===== src/hdl/strap_regs.svh =====
// strap layout, register offsets and reset values for the strap capture block
`ifndef STRAP_REGS_SVH
`define STRAP_REGS_SVH
`define STRAP_W            16
`define STRAP_DEBOUNCE     0
`define STRAP_MGMT_MODE    3
`define STRAP_ADDR_LO      4
`define STRAP_ADDR_HI      6
`define STRAP_EEPROM_ABS   7
`define STRAP_MOD_DETECT   9
`define STRAP_PWR_SAVE     11
`define STRAP_TO_RESET     12
`define STAT_INIT_START    0
`define STAT_MBIST_BUSY    1
`define STAT_INIT_DONE     2
`define STAT_CSUM_GOOD     3
`define STAT_W             4
`define FAST_W             8
`define UPL_W              2
`define ADDR_W             4
`define DATA_W             32
`define OFF_FAST_READBACK  4'h0
`define OFF_UPL_READBACK   4'h1
`define OFF_STRAP_RAW      4'h2
`define OFF_CONFIG         4'h3
`define STRAP_RST          16'h0000
`define DATA_ZERO          32'h0000_0000
`endif


===== src/hdl/strap_pkg.sv =====
// types shared by the strap capture block
package strap_pkg;
  typedef struct packed {
    logic       debounce_en;
    logic       lightly_managed;
    logic [2:0] dev_addr;
    logic       eeprom_present;
    logic       module_detect_en;
    logic       mac_power_save;
    logic       timeout_reset_en;
  } strap_cfg_t;

  typedef struct packed {
    logic       ckchk_good;
    logic       init_done;
    logic       mbist_busy;
    logic       init_start;
  } init_status_t;

  typedef enum logic [2:0] {
    CAP_RESET  = 3'h1,
    CAP_SETTLE = 3'h2,
    CAP_RUN    = 3'h4
  } cap_state_t;
endpackage


===== src/hdl/strap_sync.sv =====
// two flip-flop synchroniser for a bus of pin levels
`timescale 1ns/1ps
module strap_sync #(
  parameter int W = 1
) (
  input  wire logic         clk_sys,  // system clock
  input  wire logic         rst_b,    // sync reset, active low
  input  wire logic [W-1:0] pin_in,   // asynchronous pin levels
  output logic      [W-1:0] pin_sync  // levels in clk_sys domain
);
  logic [W-1:0] meta_reg;

  always_ff @(posedge clk_sys) begin
    if (!rst_b) begin
      meta_reg <= '0;
      pin_sync <= '0;
    end else begin
      meta_reg <= pin_in;
      pin_sync <= meta_reg;
    end
  end
endmodule


===== src/hdl/strap_serial_drv.sv =====
// serial data out driver: open drain or push-pull per debounce strap
`timescale 1ns/1ps
module strap_serial_drv (
  input  wire logic clk_sys,        // system clock
  input  wire logic rst_b,          // sync reset, active low
  input  wire logic open_drain,     // open-drain mode select
  input  wire logic data_bit,       // bit to send
  output logic      sdo_out,        // pad output level
  output logic      sdo_oe_b        // pad enable, low drives
);
  always_ff @(posedge clk_sys) begin
    if (!rst_b) begin
      sdo_out  <= 1'b1;
      sdo_oe_b <= 1'b1;
    end else if (open_drain) begin
      // release instead of driving high; board pull-up gives the one
      sdo_out  <= 1'b0;
      sdo_oe_b <= data_bit;
    end else begin
      sdo_out  <= data_bit;
      sdo_oe_b <= 1'b0;
    end
  end
endmodule


===== src/hdl/reset_strap_capture.sv =====
// strap capture during reset, decoded start-up config and readback port
`timescale 1ns/1ps
`include "strap_regs.svh"
module reset_strap_capture (
  input  wire logic                  clk_sys,           // 10 MHz system clock
  input  wire logic                  rst_b,             // sync reset, active low
  input  wire logic                  reset_input_n,     // board reset pin, active low
  input  wire logic [`STRAP_W-1:0]   strap_status_in,   // strap pin levels
  input  wire logic [`FAST_W-1:0]    fast_port_tx_in,   // fast tx enable pin levels
  input  wire logic [`UPL_W-1:0]     uplink_strap_in,   // {tx_error, tx_enable} levels
  input  wire strap_pkg::init_status_t init_status,     // status from init logic
  input  wire logic                  serial_bit,        // bit for serial data out
  input  wire logic                  host_frame_req,    // host asks frame transfer
  input  wire logic [`ADDR_W-1:0]    reg_addr,          // register address
  input  wire logic [`DATA_W-1:0]    reg_wdata,         // register write data
  input  wire logic                  reg_wr,            // write strobe
  input  wire logic                  reg_rd,            // read strobe
  output logic [`DATA_W-1:0]         reg_rdata,         // read data, cycle after strobe
  output logic [`STRAP_W-1:0]        strap_status_pins, // strap pins as outputs
  output logic                       strap_status_oe_b, // low drives status pins
  output logic                       serial_data_out,   // serial data pad level
  output logic                       serial_data_oe_b,  // low drives serial data pad
  output strap_pkg::strap_cfg_t      cfg_out,           // decoded start-up config
  output logic                       host_frame_grant,  // frame transfer permitted
  output logic                       eeprom_load_req    // start EEPROM load
);
  strap_pkg::cap_state_t state_reg;
  strap_pkg::cap_state_t state_next;
  logic [`STRAP_W-1:0] strap_sync_w;
  logic [`FAST_W-1:0]  fast_sync_w;
  logic [`UPL_W-1:0]   upl_sync_w;
  logic                rstin_sync_w;
  logic [`STRAP_W-1:0] strap_reg;
  logic [`FAST_W-1:0]  fast_reg;
  logic [`UPL_W-1:0]   upl_reg;
  logic                sdo_mode_reg;
  logic                test_bit_reg;
  strap_pkg::strap_cfg_t cfg_next;

  strap_sync #(.W(`STRAP_W + `FAST_W + `UPL_W + 1)) u_sync (
    .clk_sys  (clk_sys),
    .rst_b    (rst_b),
    .pin_in   ({strap_status_in, fast_port_tx_in, uplink_strap_in, reset_input_n}),
    .pin_sync ({strap_sync_w, fast_sync_w, upl_sync_w, rstin_sync_w})
  );

  // capture window: pin reset held; release then passes one settle state before run
  always_comb begin
    state_next = state_reg;
    case (state_reg)
      strap_pkg::CAP_RESET:  if (rstin_sync_w) state_next = strap_pkg::CAP_SETTLE;
      strap_pkg::CAP_SETTLE: state_next = strap_pkg::CAP_RUN;
      strap_pkg::CAP_RUN:    if (!rstin_sync_w) state_next = strap_pkg::CAP_RESET;
      default:               state_next = strap_pkg::CAP_RESET;
    endcase
  end

  always_ff @(posedge clk_sys) begin
    if (!rst_b) state_reg <= strap_pkg::CAP_RESET;
    else        state_reg <= state_next;
  end

  // levels are sampled every cycle of reset, frozen once released
  always_ff @(posedge clk_sys) begin
    if (!rst_b) begin
      strap_reg <= `STRAP_RST;
      fast_reg  <= '0;
      upl_reg   <= '0;
    end else if (state_reg == strap_pkg::CAP_RESET && !rstin_sync_w) begin
      strap_reg <= strap_sync_w;
      fast_reg  <= fast_sync_w;
      upl_reg   <= upl_sync_w;
    end
  end

  function automatic strap_pkg::strap_cfg_t decode_straps(input logic [`STRAP_W-1:0] s);
    strap_pkg::strap_cfg_t c;
    c.debounce_en      = s[`STRAP_DEBOUNCE];
    c.lightly_managed  = ~s[`STRAP_MGMT_MODE];
    c.dev_addr         = s[`STRAP_ADDR_HI:`STRAP_ADDR_LO];
    c.eeprom_present   = ~s[`STRAP_EEPROM_ABS];
    c.module_detect_en = s[`STRAP_MOD_DETECT];
    c.mac_power_save   = s[`STRAP_PWR_SAVE];
    c.timeout_reset_en = s[`STRAP_TO_RESET];
    return c;
  endfunction

  always_comb cfg_next = decode_straps(strap_reg);

  always_ff @(posedge clk_sys) begin
    if (!rst_b) begin
      cfg_out          <= '0;
      host_frame_grant <= 1'b0;
      eeprom_load_req  <= 1'b0;
      sdo_mode_reg     <= 1'b0;
    end else begin
      cfg_out          <= cfg_next;
      sdo_mode_reg     <= cfg_next.debounce_en;
      host_frame_grant <= state_reg == strap_pkg::CAP_RUN && cfg_next.lightly_managed
                          && host_frame_req;
      eeprom_load_req  <= state_reg == strap_pkg::CAP_SETTLE && !cfg_next.lightly_managed
                          && cfg_next.eeprom_present;
    end
  end

  strap_serial_drv u_sdo (
    .clk_sys    (clk_sys),
    .rst_b      (rst_b),
    .open_drain (sdo_mode_reg),
    .data_bit   (test_bit_reg),
    .sdo_out    (serial_data_out),
    .sdo_oe_b   (serial_data_oe_b)
  );

  always_ff @(posedge clk_sys) begin
    if (!rst_b) test_bit_reg <= 1'b1;
    else        test_bit_reg <= serial_bit;
  end

  // pins stay released while straps are sampled so board pulls win
  always_ff @(posedge clk_sys) begin
    if (!rst_b) begin
      strap_status_pins <= '0;
      strap_status_oe_b <= 1'b1;
    end else if (state_reg == strap_pkg::CAP_RUN) begin
      strap_status_pins <= {{(`STRAP_W-`STAT_W){1'b0}}, init_status};
      strap_status_oe_b <= 1'b0;
    end else begin
      strap_status_pins <= '0;
      strap_status_oe_b <= 1'b1;
    end
  end

  always_ff @(posedge clk_sys) begin
    if (!rst_b) begin
      reg_rdata <= `DATA_ZERO;
    end else if (reg_rd) begin
      case (reg_addr)
        `OFF_FAST_READBACK: reg_rdata <= {{(`DATA_W-`FAST_W){1'b0}}, fast_reg};
        `OFF_UPL_READBACK:  reg_rdata <= {{(`DATA_W-`UPL_W){1'b0}}, upl_reg};
        `OFF_STRAP_RAW:     reg_rdata <= {{(`DATA_W-`STRAP_W){1'b0}}, strap_reg};
        `OFF_CONFIG:        reg_rdata <= {{(`DATA_W-$bits(cfg_out)){1'b0}}, cfg_out};
        default:            reg_rdata <= `DATA_ZERO;
      endcase
    end else begin
      reg_rdata <= `DATA_ZERO;
    end
  end

  // straps are read-only; writes have no effect
  logic unused_w;
  always_comb unused_w = reg_wr ^ (|reg_wdata);
endmodule


===== config.mk =====
export PLATFORM = sky130hd
export DESIGN_NAME = reset_strap_capture
export DESIGN_NICKNAME = d
export VERILOG_FILES = /design/src/hdl/strap_pkg.sv /design/src/hdl/strap_sync.sv /design/src/hdl/strap_serial_drv.sv /design/src/hdl/reset_strap_capture.sv
export VERILOG_INCLUDE_DIRS = /design/src /design/src/hdl
export SDC_FILE = /design/constraint.sdc
export NUM_CORES = 1
export LEC_CHECK = 0
export BUFFER_PORTS_ARGS = -buffer_cell sky130_fd_sc_hd__buf_2
export CORE_MARGIN = 3
export CORE_UTILIZATION = 28
export DETAILED_ROUTE_END_ITERATION = 8
export GPL_ROUTABILITY_DRIVEN = 0
export MAX_ROUTING_LAYER = met4
export PLACE_DENSITY = 0.56
export SLEW_MARGIN = 20
export SYNTH_ARGS = -nofsm -noshare
export SYNTH_HDL_FRONTEND = slang
export SYNTH_SLANG_ARGS = --single-unit

===== constraint.sdc =====
create_clock -name clk_sys -period 1.6 [get_ports clk_sys]
set_clock_uncertainty 0.15 [all_clocks]
set_input_delay 0.08 -clock clk_sys [delete_from_list [all_inputs] [get_ports clk_sys]]
set_output_delay 0.08 -clock clk_sys [all_outputs]
set_load 0.01 [all_outputs]

Yosys cells after proc, flatten, opt, wreduce, memory -nomap -nowiden --
Cells that the tools add are included.
Storage, ports and cells: register bits after elaboration 146, logic and storage cells 49, output and inout port bits 62
Operators by class: multiplexer cells 7, bitwise logic cells 2, reduce and logical (&&, ||, !) cells 10, equality and inequality tests 8
Operators with widths (number):
- $pmux W16 S4 | 1
- $pmux W3 S3 | 1
- $eq A4 B2 Y1 const B | 2
- $mux W3 | 2
- $reduce_and A2 Y1 | 3
- $logic_and A1 B1 Y1 | 5
- $eq A4 B1 Y1 const B | 1
- $logic_not A4 Y1 | 1
- $eq A3 B1 Y1 const B | 1
- $eq A3 B2 Y1 const B | 1
- $eq A3 B3 Y1 const B | 1
- $mux W1 | 3
- $ne A2 B1 Y1 const B | 1
- $ne A2 B2 Y1 const B | 1
- $not A1 Y1 | 2
- $logic_not A1 Y1 | 1

Logic depth before layout (Yosys ltp) --
Gate-level depths: netlist of the first run.
word-level depth 3, gate-level depth with buffers 5, depth with buffers taken out 3

By module --
From an unflattened synthesis of the first run, not the netlist that was laid out.
Second synthesis, totals: cell total of the unflattened synthesis 371, area total of the unflattened synthesis 4077.7 um^2
Modules (own cells, without submodules):
- reset_strap_capture | sequential area each 1241.2 um^2, instances 1, cells each 252, area each 2506.2 um^2
- strap_sync | sequential area each 1081.0 um^2, instances 1, cells each 113, area each 1511.4 um^2
- strap_serial_drv | sequential area each 40.0 um^2, instances 1, cells each 6, area each 60.1 um^2

Worst setup path before layout of the first run --
No wires, ideal clock.
path kind register to register, from reg state_reg[2], to reg fast_reg[5], data required time 1334 ps, slack 84 ps, clock period less this slack 1516 ps, path buffers 2, arrival time 1250 ps, cell stages (with the launch flop) 6, path through dfxtp_1 -> or4b_1 -> buf_2 -> buf_6 -> nand2_1 -> a21boi_1
Between the ends: longest elaborated chain between the ends 2
Ends and longest elaborated chain:
- from (decl) | RTL line reset_strap_capture.sv:27 | strap_pkg::cap_state_t state_reg;
- from (signal assigned) | RTL line reset_strap_capture.sv:59 | if (!rst_b) state_reg <= strap_pkg::CAP_RESET;
- from (signal assigned) | RTL line reset_strap_capture.sv:60 | else state_reg <= state_next;
- $eq A3 B1 Y1 | RTL line reset_strap_capture.sv:69 | end else if (state_reg == strap_pkg::CAP_RESET && !rstin_sync_w) begin
- $logic_and A1 B1 Y1 | RTL line reset_strap_capture.sv:69
- to (signal assigned) | RTL line reset_strap_capture.sv:71 | fast_reg <= fast_sync_w;
- to (decl) | RTL line reset_strap_capture.sv:34 | logic [`FAST_W-1:0] fast_reg;
No other way between the ends. A chain may end at the register's enable or synchronous reset.

Worst setup path after layout of the first run --
from reg state_reg[2], to reg fast_reg[2]
Same word-level chain as after synthesis.

==> flow_metrics.py, run 1 <==
metrics = {
    "sta": {
        "rsz0062_at_grt": "false",
        "hold_viol": 0,
        "fin_crit_ns": 1.504,
        "setup_viol": 0,
        "post-route-period-util_pct": 94.00,
        "max-slew-margin-rel_pct": 63.50,
        "worstMarginPinSlew_ns": 0.5451,
        "final_max_slew_viol_count": 0,
        "clock.fmax_ghz": 0.6649,
        "setup_tns_ns": 0,
    },
    "global_routing": {
        "grt_overflow": 0,
        "grt_pass1_wl_um": 12800,
        "track_usage_pct": 10.81,
        "antenna_found_initial": 0,
        "grt_pass1_vias": 2587,
        "grt_max_degree": 51,
    },
    "cells_and_area": {
        "drive_gt1_share_pct": 24.06,
        "diodes": 0,
        "fin_area_mm2": 0.005440,
        "nNetsFinal": 565,
        "finalNonFillerCells": 679,
        "synthToLayoutAreaGrowth_pct": 37.94,
    },
    "placed_design": {
        "dp_hpwl_um": 5259,
        "portBuffers": 73,
        "dpl_cell_area_mm2": 0.004412,
        "dp_cells": 612,
    },
    "setup_path": {
        "worstPathRequired_ns": 1.79,
        "critPathKind": "reg2reg",
        "reg2reg_setup_slack_ns": 0.1,
        "r2r_start": "state_reg[2]$_SDFFE_PN0P_",
        "crit_path_start_kind": "flip-flop",
        "worstReg2RegEnd": "fast_reg[2]$_SDFFE_PN0P_",
        "path_max_fanout": 18,
        "cp-end-kind": "flip-flop",
        "cp.arrival_ns": 1.69,
        "ff2ff_path_depth": 5,
    },
    "pwr": {
        "power_frac_seq_pct": 40.6,
        "power_density_mw_per_mm2": 1391,
        "p_leak_nw": 2.388,
        "clkPwrFrac_pct": 54.5,
        "p_int_w": 0.006129,
        "power_frac_comb_pct": 4.9,
        "p_switching_w": 0.001436,
        "finalPower_w": 0.007565,
        "p_sw_share_pct": 18.99,
        "peakVddDrop_mv": 0.6909,
    },
    "die": {
        "die-width_um": 124.7,
        "rows": 42,
        "initial_core_util_pct": 29.20,
        "die_area_mm2": 0.01555,
        "io_pins": 135,
        "die_h_um": 124.7,
        "core_mm2": 0.01351,
    },
    "route": {
        "drt_iter0_markers": 105,
        "drt-pass1-iter-count": 4,
        "route.detailed.drc": 0,
        "postRouteAntennaNets": 0,
        "wl_um": 7820,
        "wl_per_cell_um": 11.52,
        "vias": 2643,
        "via_per_inst": 3.892,
    },
    "synthesis": {
        "ys_seq_area_share_pct": 59.90,
        "ys_ff_latch": 118,
        "ys_warn_count": 0,
        "synth_cell_types": 30,
        "syn_area_mm2": 0.003944,
        "synthCells": 371,
        "syn_area_per_cell_um2": 10.63,
    },
    "status": {
        "outcome": "completed",
    },
    "cts": {
        "cts_max_level": 4,
        "cts_tree": "done",
        "clock_sinks": 118,
        "cts.clk_slew.worst_paths_ns": 0.06,
        "worstSkewPairLatency_ns": 0.40,
        "cts_max_path_buffers": 2,
        "cts_root_buf": "clkbuf_16",
        "numCtsBuffers": 17,
    },
    "min_path": {
        "worstHoldPathType": "in2reg",
        "hold_end": "reg_rdata[11]$_SDFF_PN0_",
        "min-delay-start": "reg_addr[1]",
        "hold_depth": 3,
    },
    "job": {
        "drv_cap": 0,
    },
}
[routing by layer]
| metal | part of all wire [%] | track usage, % | vias to the layer above |
|---|---|---|---|
| met1 | 48 | 12.95 | 1173 |
| met4 | 2.0 | 5.996 | 0 |
| met5 | 0 | - | - |
| met3 | 5.4 | 3.731 | 15 |
| li1 | - | - | 1374 |
| met2 | 45 | 15.87 | 81 |
[cell usage after synthesis]
master	n	area, µm²
a2bb2oi_1	2	17.52
nor2_1	9	33.78
nor4b_1	1	8.760
and3b_1	3	26.28
o21ai_0	1	5.000
dfxtp_1	118	2362
o31ai_1	1	7.510
mux2i_1	3	30.03
mux2_2	2	22.52
nand2_1	55	206.5
nand2b_1	3	18.77
nor3b_1	2	15.01
a22oi_1	6	45.04
inv_1	2	7.510
buf_6	2	22.52
nor4b_4	1	23.77
clkbuf_1	11	41.29
conb_1	1	3.750
nor4_2	1	12.51
a21oi_1	1	5.000
mux2_1	6	67.56
or3_1	1	6.260
buf_4	29	217.7
nand4bb_1	1	11.26
nor3b_2	2	25.02
buf_2	4	20.02
or4b_1	1	10.01
a21boi_1	26	195.2
nor2b_1	3	18.77
and2_1	73	456.7
[logic make-up (layout without fill, tap and decap cells)]
group / Yosys count / in the layout / share of synthesized area, %
muxes: 11 / 11 / 3.046
other: 1 / 28 / 0.09509
DFF: 118 / 118 / 59.90
buffers and inverters: 48 / 153 / 7.836
AOI/OAI and AO/OA: 37 / 37 / 6.980
and+or+nand+nor: 156 / 156 / 22.14
[placed cells by master (no fill, tap or decap), drive strengths merged, types with 2 or more instances in the layout]
master       instances
bufinv               5
nor2b                3
nor2                 9
dlygate4sd3         37
buf                 84
dfxtp              118
nand2               55
clkbuf              21
mux2i                3
nand2b               3
a21boi              26
a22oi                6
and3b                3
nor3b                4
clkinv               3
mux2                 8
and2                73
nor4b                2
conb                28
a2bb2oi              2
inv                  2
[power groups by stage]
| stage | clock (W) | sequential [W] | combinational [W] |
|---|---|---|---|
| floorplan | 0 | 0.00313 | 0.000245 |
| global placement | 0 | 0.00313 | 0.000293 |
| detailed placement | 0 | 0.00313 | 0.000300 |
| CTS | 0.00422 | 0.00307 | 0.000368 |
| global route | 0.00436 | 0.00308 | 0.000411 |
| finish | 0.00412 | 0.00307 | 0.000369 |
[metrics by stage]
| step | setup WS (ns) | utilization [%] | hold WS [ns] |
|---|---|---|---|
| after global placement | 0.1438 | 32.67 | 0.1108 |
| after detailed placement | 0.1137 | 32.67 | 0.1353 |
| after global routing | 0.001395 | 40.28 | 0.04241 |
| after floorplan | 0.08382 | - | 0.03147 |
| after CTS | 0.09470 | 40.24 | 0.02072 |
| final | 0.09594 | 40.28 | 0.04089 |
[worst max-delay path by stage]
stage / to / depth (start not counted) / from / slack, ns
global route: fast_reg[3]$_SDFFE_PN0P_ / 5 / state_reg[2]$_SDFFE_PN0P_ / 0.001
global placement: fast_reg[2]$_SDFFE_PN0P_ / 4 / u_sync.pin_sync[0]$_SDFF_PN0_ / 0.14
detailed placement: strap_reg[14]$_SDFFE_PN0P_ / 4 / u_sync.pin_sync[0]$_SDFF_PN0_ / 0.11
floorplan: fast_reg[5]$_SDFFE_PN0P_ / 5 / state_reg[2]$_SDFFE_PN0P_ / 0.08
finish: fast_reg[2]$_SDFFE_PN0P_ / 5 / state_reg[2]$_SDFFE_PN0P_ / 0.1
CTS: fast_reg[4]$_SDFFE_PN0P_ / 4 / u_sync.pin_sync[0]$_SDFF_PN0_ / 0.09
[cell type report]
class	count	area, µm²
repair buffers	121	818.3
flip-flops and latches	118	2362
inverters	2	7.507
well taps	176	220.2
multi-input cells	232	1379
fillers	1309	8065
clock buffers	21	480.5
clock inverters	9	172.7
[worst max-delay path: stages (launching register included)]
cell and delay (ns):
dfxtp_1 0.31, buf_4 0.15, nor4b_4 0.30, buf_4 0.27, nand2_1 0.12, a21boi_1 0.13
[what timing repair did]
action | 4_1_cts | 5_1_grt
buffers inserted | 0 | 0
endpoints found under the setup margin | 0 | 4
endpoints found under the hold margin | 40 | 0
gates resized for setup | 0 | 1
hold buffers | 37 | 0
No activity file was read; power rests on OpenSTA's default activity.
==> run 2, diff against run 1 <==
Settings changed: CORE_UTILIZATION 28 to 44, PLACE_DENSITY 0.56 to 0.79, SETUP_SLACK_MARGIN set to 0.4.
==> run 2 against run 1 <==
  * Largest cell class unchanged
  * Largest power group unchanged
  * Critical path depth up 1
  * Critical endpoint is now strap_reg[2]$_SDFFE_PN0P_
  * Flip-flop and latch count unchanged
  * Combinational power is 41% higher
==> flow_metrics.py, run 2 (synthesized netlist as in run 1, its figures left out) <==
metrics = {
    "pwr": {
        "peakVddDrop_mv": 0.7921,
        "p_leak_nw": 2.600,
        "power_density_mw_per_mm2": 1238,
        "finalPower_w": 0.007261,
    },
    "sta": {
        "final_max_slew_viol_count": 0,
        "clock.fmax_ghz": 0.6358,
        "worstMarginPinSlew_ns": 0.5198,
        "post-route-period-util_pct": 98.31,
        "max-slew-margin-rel_pct": 65.35,
        "setup_viol": 0,
        "fin_crit_ns": 1.573,
        "fin_hold_ws_ns": 0.01547,
        "rsz0062_at_grt": "true",
        "setup_ws_ns": 0.02706,
        "hold_viol": 0,
    },
    "cts": {
        "clock_sinks": 118,
        "numCtsBuffers": 17,
        "cts.clk_slew.worst_paths_ns": 0.05,
        "worstSkewPairLatency_ns": 0.51,
        "cts_max_path_buffers": 2,
        "cts_root_buf": "clkbuf_8",
        "cts_tree": "done",
        "cts_max_level": 4,
    },
    "placed_design": {
        "dp_hpwl_um": 4799,
        "place_ws_ns": 0.07162,
        "portBuffers": 73,
    },
    "global_routing": {
        "grt_pass1_wl_um": 13970,
        "grt_overflow": 0,
        "gr-max-usage-layer": "met2",
        "antenna_found_initial": 0,
        "grt_max_degree": 68,
        "use_met2_pct": 29.82,
        "track_usage_pct": 18.33,
        "gr-usage-met3_pct": 5.260,
        "grt_pass1_vias": 2912,
        "grtUsageMet1_pct": 20.89,
    },
    "setup_path": {
        "cp-end-kind": "flip-flop",
        "crit_buf_inv": 3,
        "slowest_stage": "dfxtp_2",
        "cp.arrival_ns": 1.85,
        "worstPathRequired_ns": 1.88,
        "path_delay_family": "buffers and inverters",
        "crit_path_start_kind": "flip-flop",
        "path_max_fanout": 6,
        "crit_chain": "buf_4 > nor4b_4 > buf_6 > clkbuf_16 > nand2_1 > a21boi_1",
        "max_stage_delay_ns": 0.32,
        "critPathKind": "reg2reg",
    },
    "die": {
        "die_area_mm2": 0.01014,
        "die_h_um": 100.7,
        "core_mm2": 0.008464,
        "die-width_um": 100.7,
        "initial_core_util_pct": 46.59,
        "io_pins": 135,
        "rows": 33,
    },
    "job": {
        "drv_cap": 0,
    },
    "cells_and_area": {
        "diodes": 0,
        "nNetsFinal": 589,
        "final_cell_mix": "97 x dfxtp_1, 72 x and2_1, 55 x buf_2, 50 x dlygate4sd3_1, 42 x nand2_1",
        "synthToLayoutAreaGrowth_pct": 48.76,
        "layout_commonest_cell": "dfxtp_1",
        "drive_gt1_share_pct": 33.21,
    },
    "route": {
        "vias": 2970,
        "wl_um": 9916,
        "drt-pass1-iter-count": 4,
        "via_per_inst": 4.699,
        "drt_iter0_markers": 107,
        "postRouteAntennaNets": 0,
        "route.detailed.drc": 0,
        "wl_per_cell_um": 15.69,
    },
    "min_path": {
        "worstHoldPathType": "in2reg",
    },
    "status": {
        "outcome": "completed",
    },
}
## run 2: cell types whose count changed in the layout (fill, tap and decap cells not counted), sizes merged
cell / delta
dlygate4sd3: +13
buf: +4
clkbuf: +3
dlymetal6s4s: +3
bufinv: -2
clkinv: +2
clkinvlp: +1
## run 2: metrics by stage
step / util [%] / area [µm²] / std cells / setup TNS [ns]
global placement: 51.16 / 4330 / 540 / 0
detailed placement: 51.16 / 4330 / 540 / 0
finish: 69.31 / 5867 / 632 / 0
floorplan: - / 4054 / 398 / 0
global route: 69.31 / 5867 / 632 / -0.05664
CTS: 65.81 / 5570 / 624 / 0
## run 2: layout make-up
type | instances | area [µm²]
fillers | 540 | 2597
flip-flops and latches | 118 | 2394
multi-input cells | 232 | 1490
repair buffers | 145 | 1269
clock buffers | 20 | 445.4
well taps | 105 | 131.4
clock inverters | 10 | 130.1
inverters | 2 | 7.507
## run 2: metal layers
layer  share of wire [%]  vias up
met2                  51      115
li1                    -     1431
met1                  40     1401
met3                 6.3       23
met5                   0        -
met4                 2.6        0
## run 2: power by group
part | switching (W) | internal (W)
clock | 0.00124 | 0.00242
combinational | 0.000229 | 0.000294
sequential | 0.0000453 | 0.00304
total | 0.00151 | 0.00575
## run 2: final timing paths
| check | slack (ns) | startpoint | depth (start not counted) | endpoint |
|---|---|---|---|---|
| hold / removal | 0.02 | reg_addr[0] | 3 | reg_rdata[14]$_SDFF_PN0_ |
| hold reg to reg | 0.28 | u_sync.meta_reg[8]$_SDFF_PN0_ | 1 | u_sync.pin_sync[8]$_SDFF_PN0_ |
| setup reg to reg | 0.03 | state_reg[1]$_SDFFE_PN0P_ | 6 | strap_reg[2]$_SDFFE_PN0P_ |
| setup / recovery | 0.03 | state_reg[1]$_SDFFE_PN0P_ | 6 | strap_reg[2]$_SDFFE_PN0P_ |
## run 2: worst register-to-register path, cell delays in order (launching register included)
cell and delay (ns):
dfxtp_2 0.32, buf_4 0.16, nor4b_4 0.31, buf_6 0.18, clkbuf_16 0.15, nand2_1 0.05, a21boi_1 0.16
## run 2: timing repair
action / 4_1_cts / 5_1_grt
resized for setup: 33 / 43
hold endpoints to repair: 66 / 5
endpoints found under the setup margin: 45 / 80
hold buffers: 54 / 4
gates cloned: 0 / 6
setup buffers: 0 / 3
pin swaps: 2 / 17
==> run 3, diff against run 2 <==
Settings changed: ABC_AREA set to 1, CORE_UTILIZATION 44 to 45, PLACE_DENSITY 0.79 to 0.8.
==> run 3 against run 2 <==
  * Worst setup slack improved by 0.21 ns
  * Routed wire length up 5.8%
  * Largest cell class unchanged
  * Global-route usage increased by 0.70 points
  * The run now ends with negative hold slack left
  * Total power up 24%
  * Final cell count grew 30%
==> flow_metrics.py, run 3 <==
metrics = {
    "setup_path": {
        "worstPathRequired_ns": 1.85,
        "slowest_stage": "dfxtp_2",
        "reg2reg_setup_slack_ns": 0.23,
        "path_max_fanout": 7,
        "cp-end-kind": "flip-flop",
        "max_stage_delay_ns": 0.32,
        "crit_path_start_kind": "flip-flop",
        "critPathKind": "reg2reg",
        "cp.arrival_ns": 1.62,
        "crit_chain": "nand3b_4 > nor2_8 > buf_6 > buf_16 > nand2_2 > nand2_1 > nor2_1",
    },
    "route": {
        "via_per_inst": 4.594,
        "drt-pass1-iter-count": 6,
        "wl_um": 10490,
        "route.detailed.drc": 0,
        "wl_per_cell_um": 12.76,
        "drt_iter0_markers": 237,
        "vias": 3776,
        "postRouteAntennaNets": 0,
    },
    "pwr": {
        "peakVddDrop_mv": 0.7054,
        "p_leak_nw": 3.392,
        "power_density_mw_per_mm2": 1432,
    },
    "sta": {
        "setup_viol": 0,
        "rsz0062_at_grt": "true",
        "hold_viol": 4,
        "post-route-period-util_pct": 85.43,
        "max-slew-margin-rel_pct": 60.48,
        "fin_hold_ws_ns": -0.1398,
        "clock.fmax_ghz": 0.7316,
        "setup_tns_ns": 0,
        "worstMarginPinSlew_ns": 0.5927,
        "final_max_slew_viol_count": 0,
        "fin_crit_ns": 1.367,
    },
    "synthesis": {
        "netlist.top_cell.by_area": "dfxtp_1",
        "synth-edff-count": 0,
        "post-synth-top-area-fraction_pct": 56.54,
        "synthArstFlopShare_pct": 0,
        "synthCells": 531,
        "syn_area_mm2": 0.004178,
        "synth-main-ff-cell": "dfxtp_1",
        "synth_cell_types": 22,
        "ys_seq_area_share_pct": 56.54,
        "synth_commonest_cells": "139 x nand2_1, 118 x dfxtp_1, 102 x inv_1, 74 x nor2_1, 35 x nand3_1",
        "syn_area_per_cell_um2": 7.868,
        "synth.area.top_cells": "dfxtp_1 57%, nand2_1 12%, inv_1 9.2%",
        "ys_warn_count": 0,
        "ys_ff_latch": 118,
        "synth.most_common_cell": "nand2_1",
    },
    "global_routing": {
        "grt_pass1_vias": 3423,
        "grt_pass1_wl_um": 14880,
        "grt_max_degree": 40,
        "grt_overflow": 0,
        "track_usage_pct": 19.03,
        "antenna_found_initial": 0,
    },
    "cts": {
        "numCtsBuffers": 17,
        "cts_root_buf": "clkbuf_8",
        "clock_sinks": 118,
        "cts_max_path_buffers": 2,
        "worstSkewPairLatency_ns": 0.51,
        "cts_tree": "done",
        "cts.clk_slew.worst_paths_ns": 0.06,
        "cts_max_level": 4,
    },
    "die": {
        "die_h_um": 102.4,
        "core_mm2": 0.008848,
        "rows": 34,
        "die-width_um": 102.4,
        "die_area_mm2": 0.01048,
        "io_pins": 135,
        "initial_core_util_pct": 47.21,
    },
    "placed_design": {
        "portBuffers": 73,
        "dp_cells": 696,
        "dp_hpwl_um": 4906,
    },
    "cells_and_area": {
        "nNetsFinal": 774,
        "final_cell_mix": "114 x nand2_1, 100 x inv_1, 98 x dfxtp_1, 74 x dlygate4sd3_1, 72 x nor2_1",
        "finalNonFillerCells": 822,
        "synthToLayoutAreaGrowth_pct": 50.85,
        "multi_input_area_mm2": 0.001284,
        "diodes": 0,
        "seq_area_mm2": 0.002390,
        "fillers": 607,
        "layout_commonest_cell": "nand2_1",
        "drive_gt1_share_pct": 26.05,
    },
    "status": {
        "violations": "negative hold slack",
        "outcome": "finished, violations left",
    },
    "job": {
        "drv_cap": 0,
    },
    "min_path": {
        "worstHoldPathType": "in2reg",
    },
}
run 3: changes by cell type after synthesis, sizes merged, moves of 4 or more:
cell	previous run	this run
nand3	0	35
buf	35	46
clkbuf	11	2
mux2	8	0
nand2	55	140
nor3b	4	0
a22oi	6	0
nor2	9	77
a21boi	26	0
and2	73	0
inv	2	104
run 3: repair_timing:
action | CTS | global route
buffers inserted | 6 | 4
cloned | 3 | 5
resized for setup | 28 | 55
endpoints found under the hold margin | 109 | 9
pin swaps | 0 | 7
setup endpoints to repair | 44 | 98
hold buffers | 85 | 4
run 3: metrics by stage:
| stage | power (W) | cell area (µm²) | setup WS [ns] | hold WS [ns] | utilization, % |
|---|---|---|---|---|---|
| 2_1_floorplan | 0.004341 | 4279 | 0.4169 | 0.02763 | - |
| 3_3_place_gp | 0.004450 | 4484 | 0.3200 | 0.1128 | 50.68 |
| 3_5_place_dp | 0.004484 | 4484 | 0.2759 | 0.1155 | 50.68 |
| 4_1_cts | 0.008562 | 6095 | 0.3014 | -0.2179 | 68.88 |
| 5_1_grt | 0.009389 | 6302 | 0.1941 | -0.1415 | 71.22 |
| 6_report | 0.009026 | 6302 | 0.2331 | -0.1398 | 71.22 |
run 3: worst max-delay path: cells and delay by family (launching register included):
family                 cells  cell delay [ns]
AND/OR/NAND/NOR            5             0.49
buffers and inverters      2             0.28
flip-flops                 1             0.32
run 3: layout make-up:
cell class	instances	area share, %
clock inverters	15	2.283
flip-flops and latches	118	37.92
multi-input cells	288	20.37
repair buffers	172	24.46
inverters	104	6.254
clock buffers	17	6.571
well taps	108	2.144
run 3: power by group:
| part | total [W] | internal (W) | switching, W |
|---|---|---|---|
| Clock | 0.00353 | 0.00209 | 0.00144 |
| Sequential | 0.00347 | 0.00326 | 0.000213 |
| Combinational | 0.00203 | 0.00103 | 0.00100 |
| Total | 0.00903 | 0.00637 | 0.00266 |
run 3: worst paths after layout:
check | from | end | cells past startpoint
worst max-delay path | state_reg[1]$_SDFFE_PN0P_ | strap_reg[9]$_SDFFE_PN0P_ | 7
worst min-delay path | rst_b | reg_rdata[0]$_SDFF_PN0_ | 3
worst max register to register | state_reg[1]$_SDFFE_PN0P_ | strap_reg[9]$_SDFFE_PN0P_ | 7
worst min register to register | u_sync.meta_reg[25]$_SDFF_PN0_ | u_sync.pin_sync[25]$_SDFF_PN0_ | 2
run 3: logic make-up (layout without fill, tap and decap cells):
kind of cell | Yosys count | in the layout | synth area share (%)
AOI/OAI and AO/OA | 3 | 3 | 0.3593
DFF | 118 | 118 | 56.54
other | 1 | 28 | 0.08976
buffers and inverters | 152 | 308 | 17.61
and+or+nand+nor | 257 | 257 | 25.40
run 3: routing by layer:
| metal | global-route usage, % | wire, µm | up-vias |
|---|---|---|---|
| met4 | 8.678 | 284 | 0 |
| met1 | 20.27 | 3986 | 1721 |
| met2 | 32.58 | 5424 | 201 |
| met3 | 5.529 | 796 | 35 |
| li1 | - | - | 1819 |
| met5 | - | 0 | - |
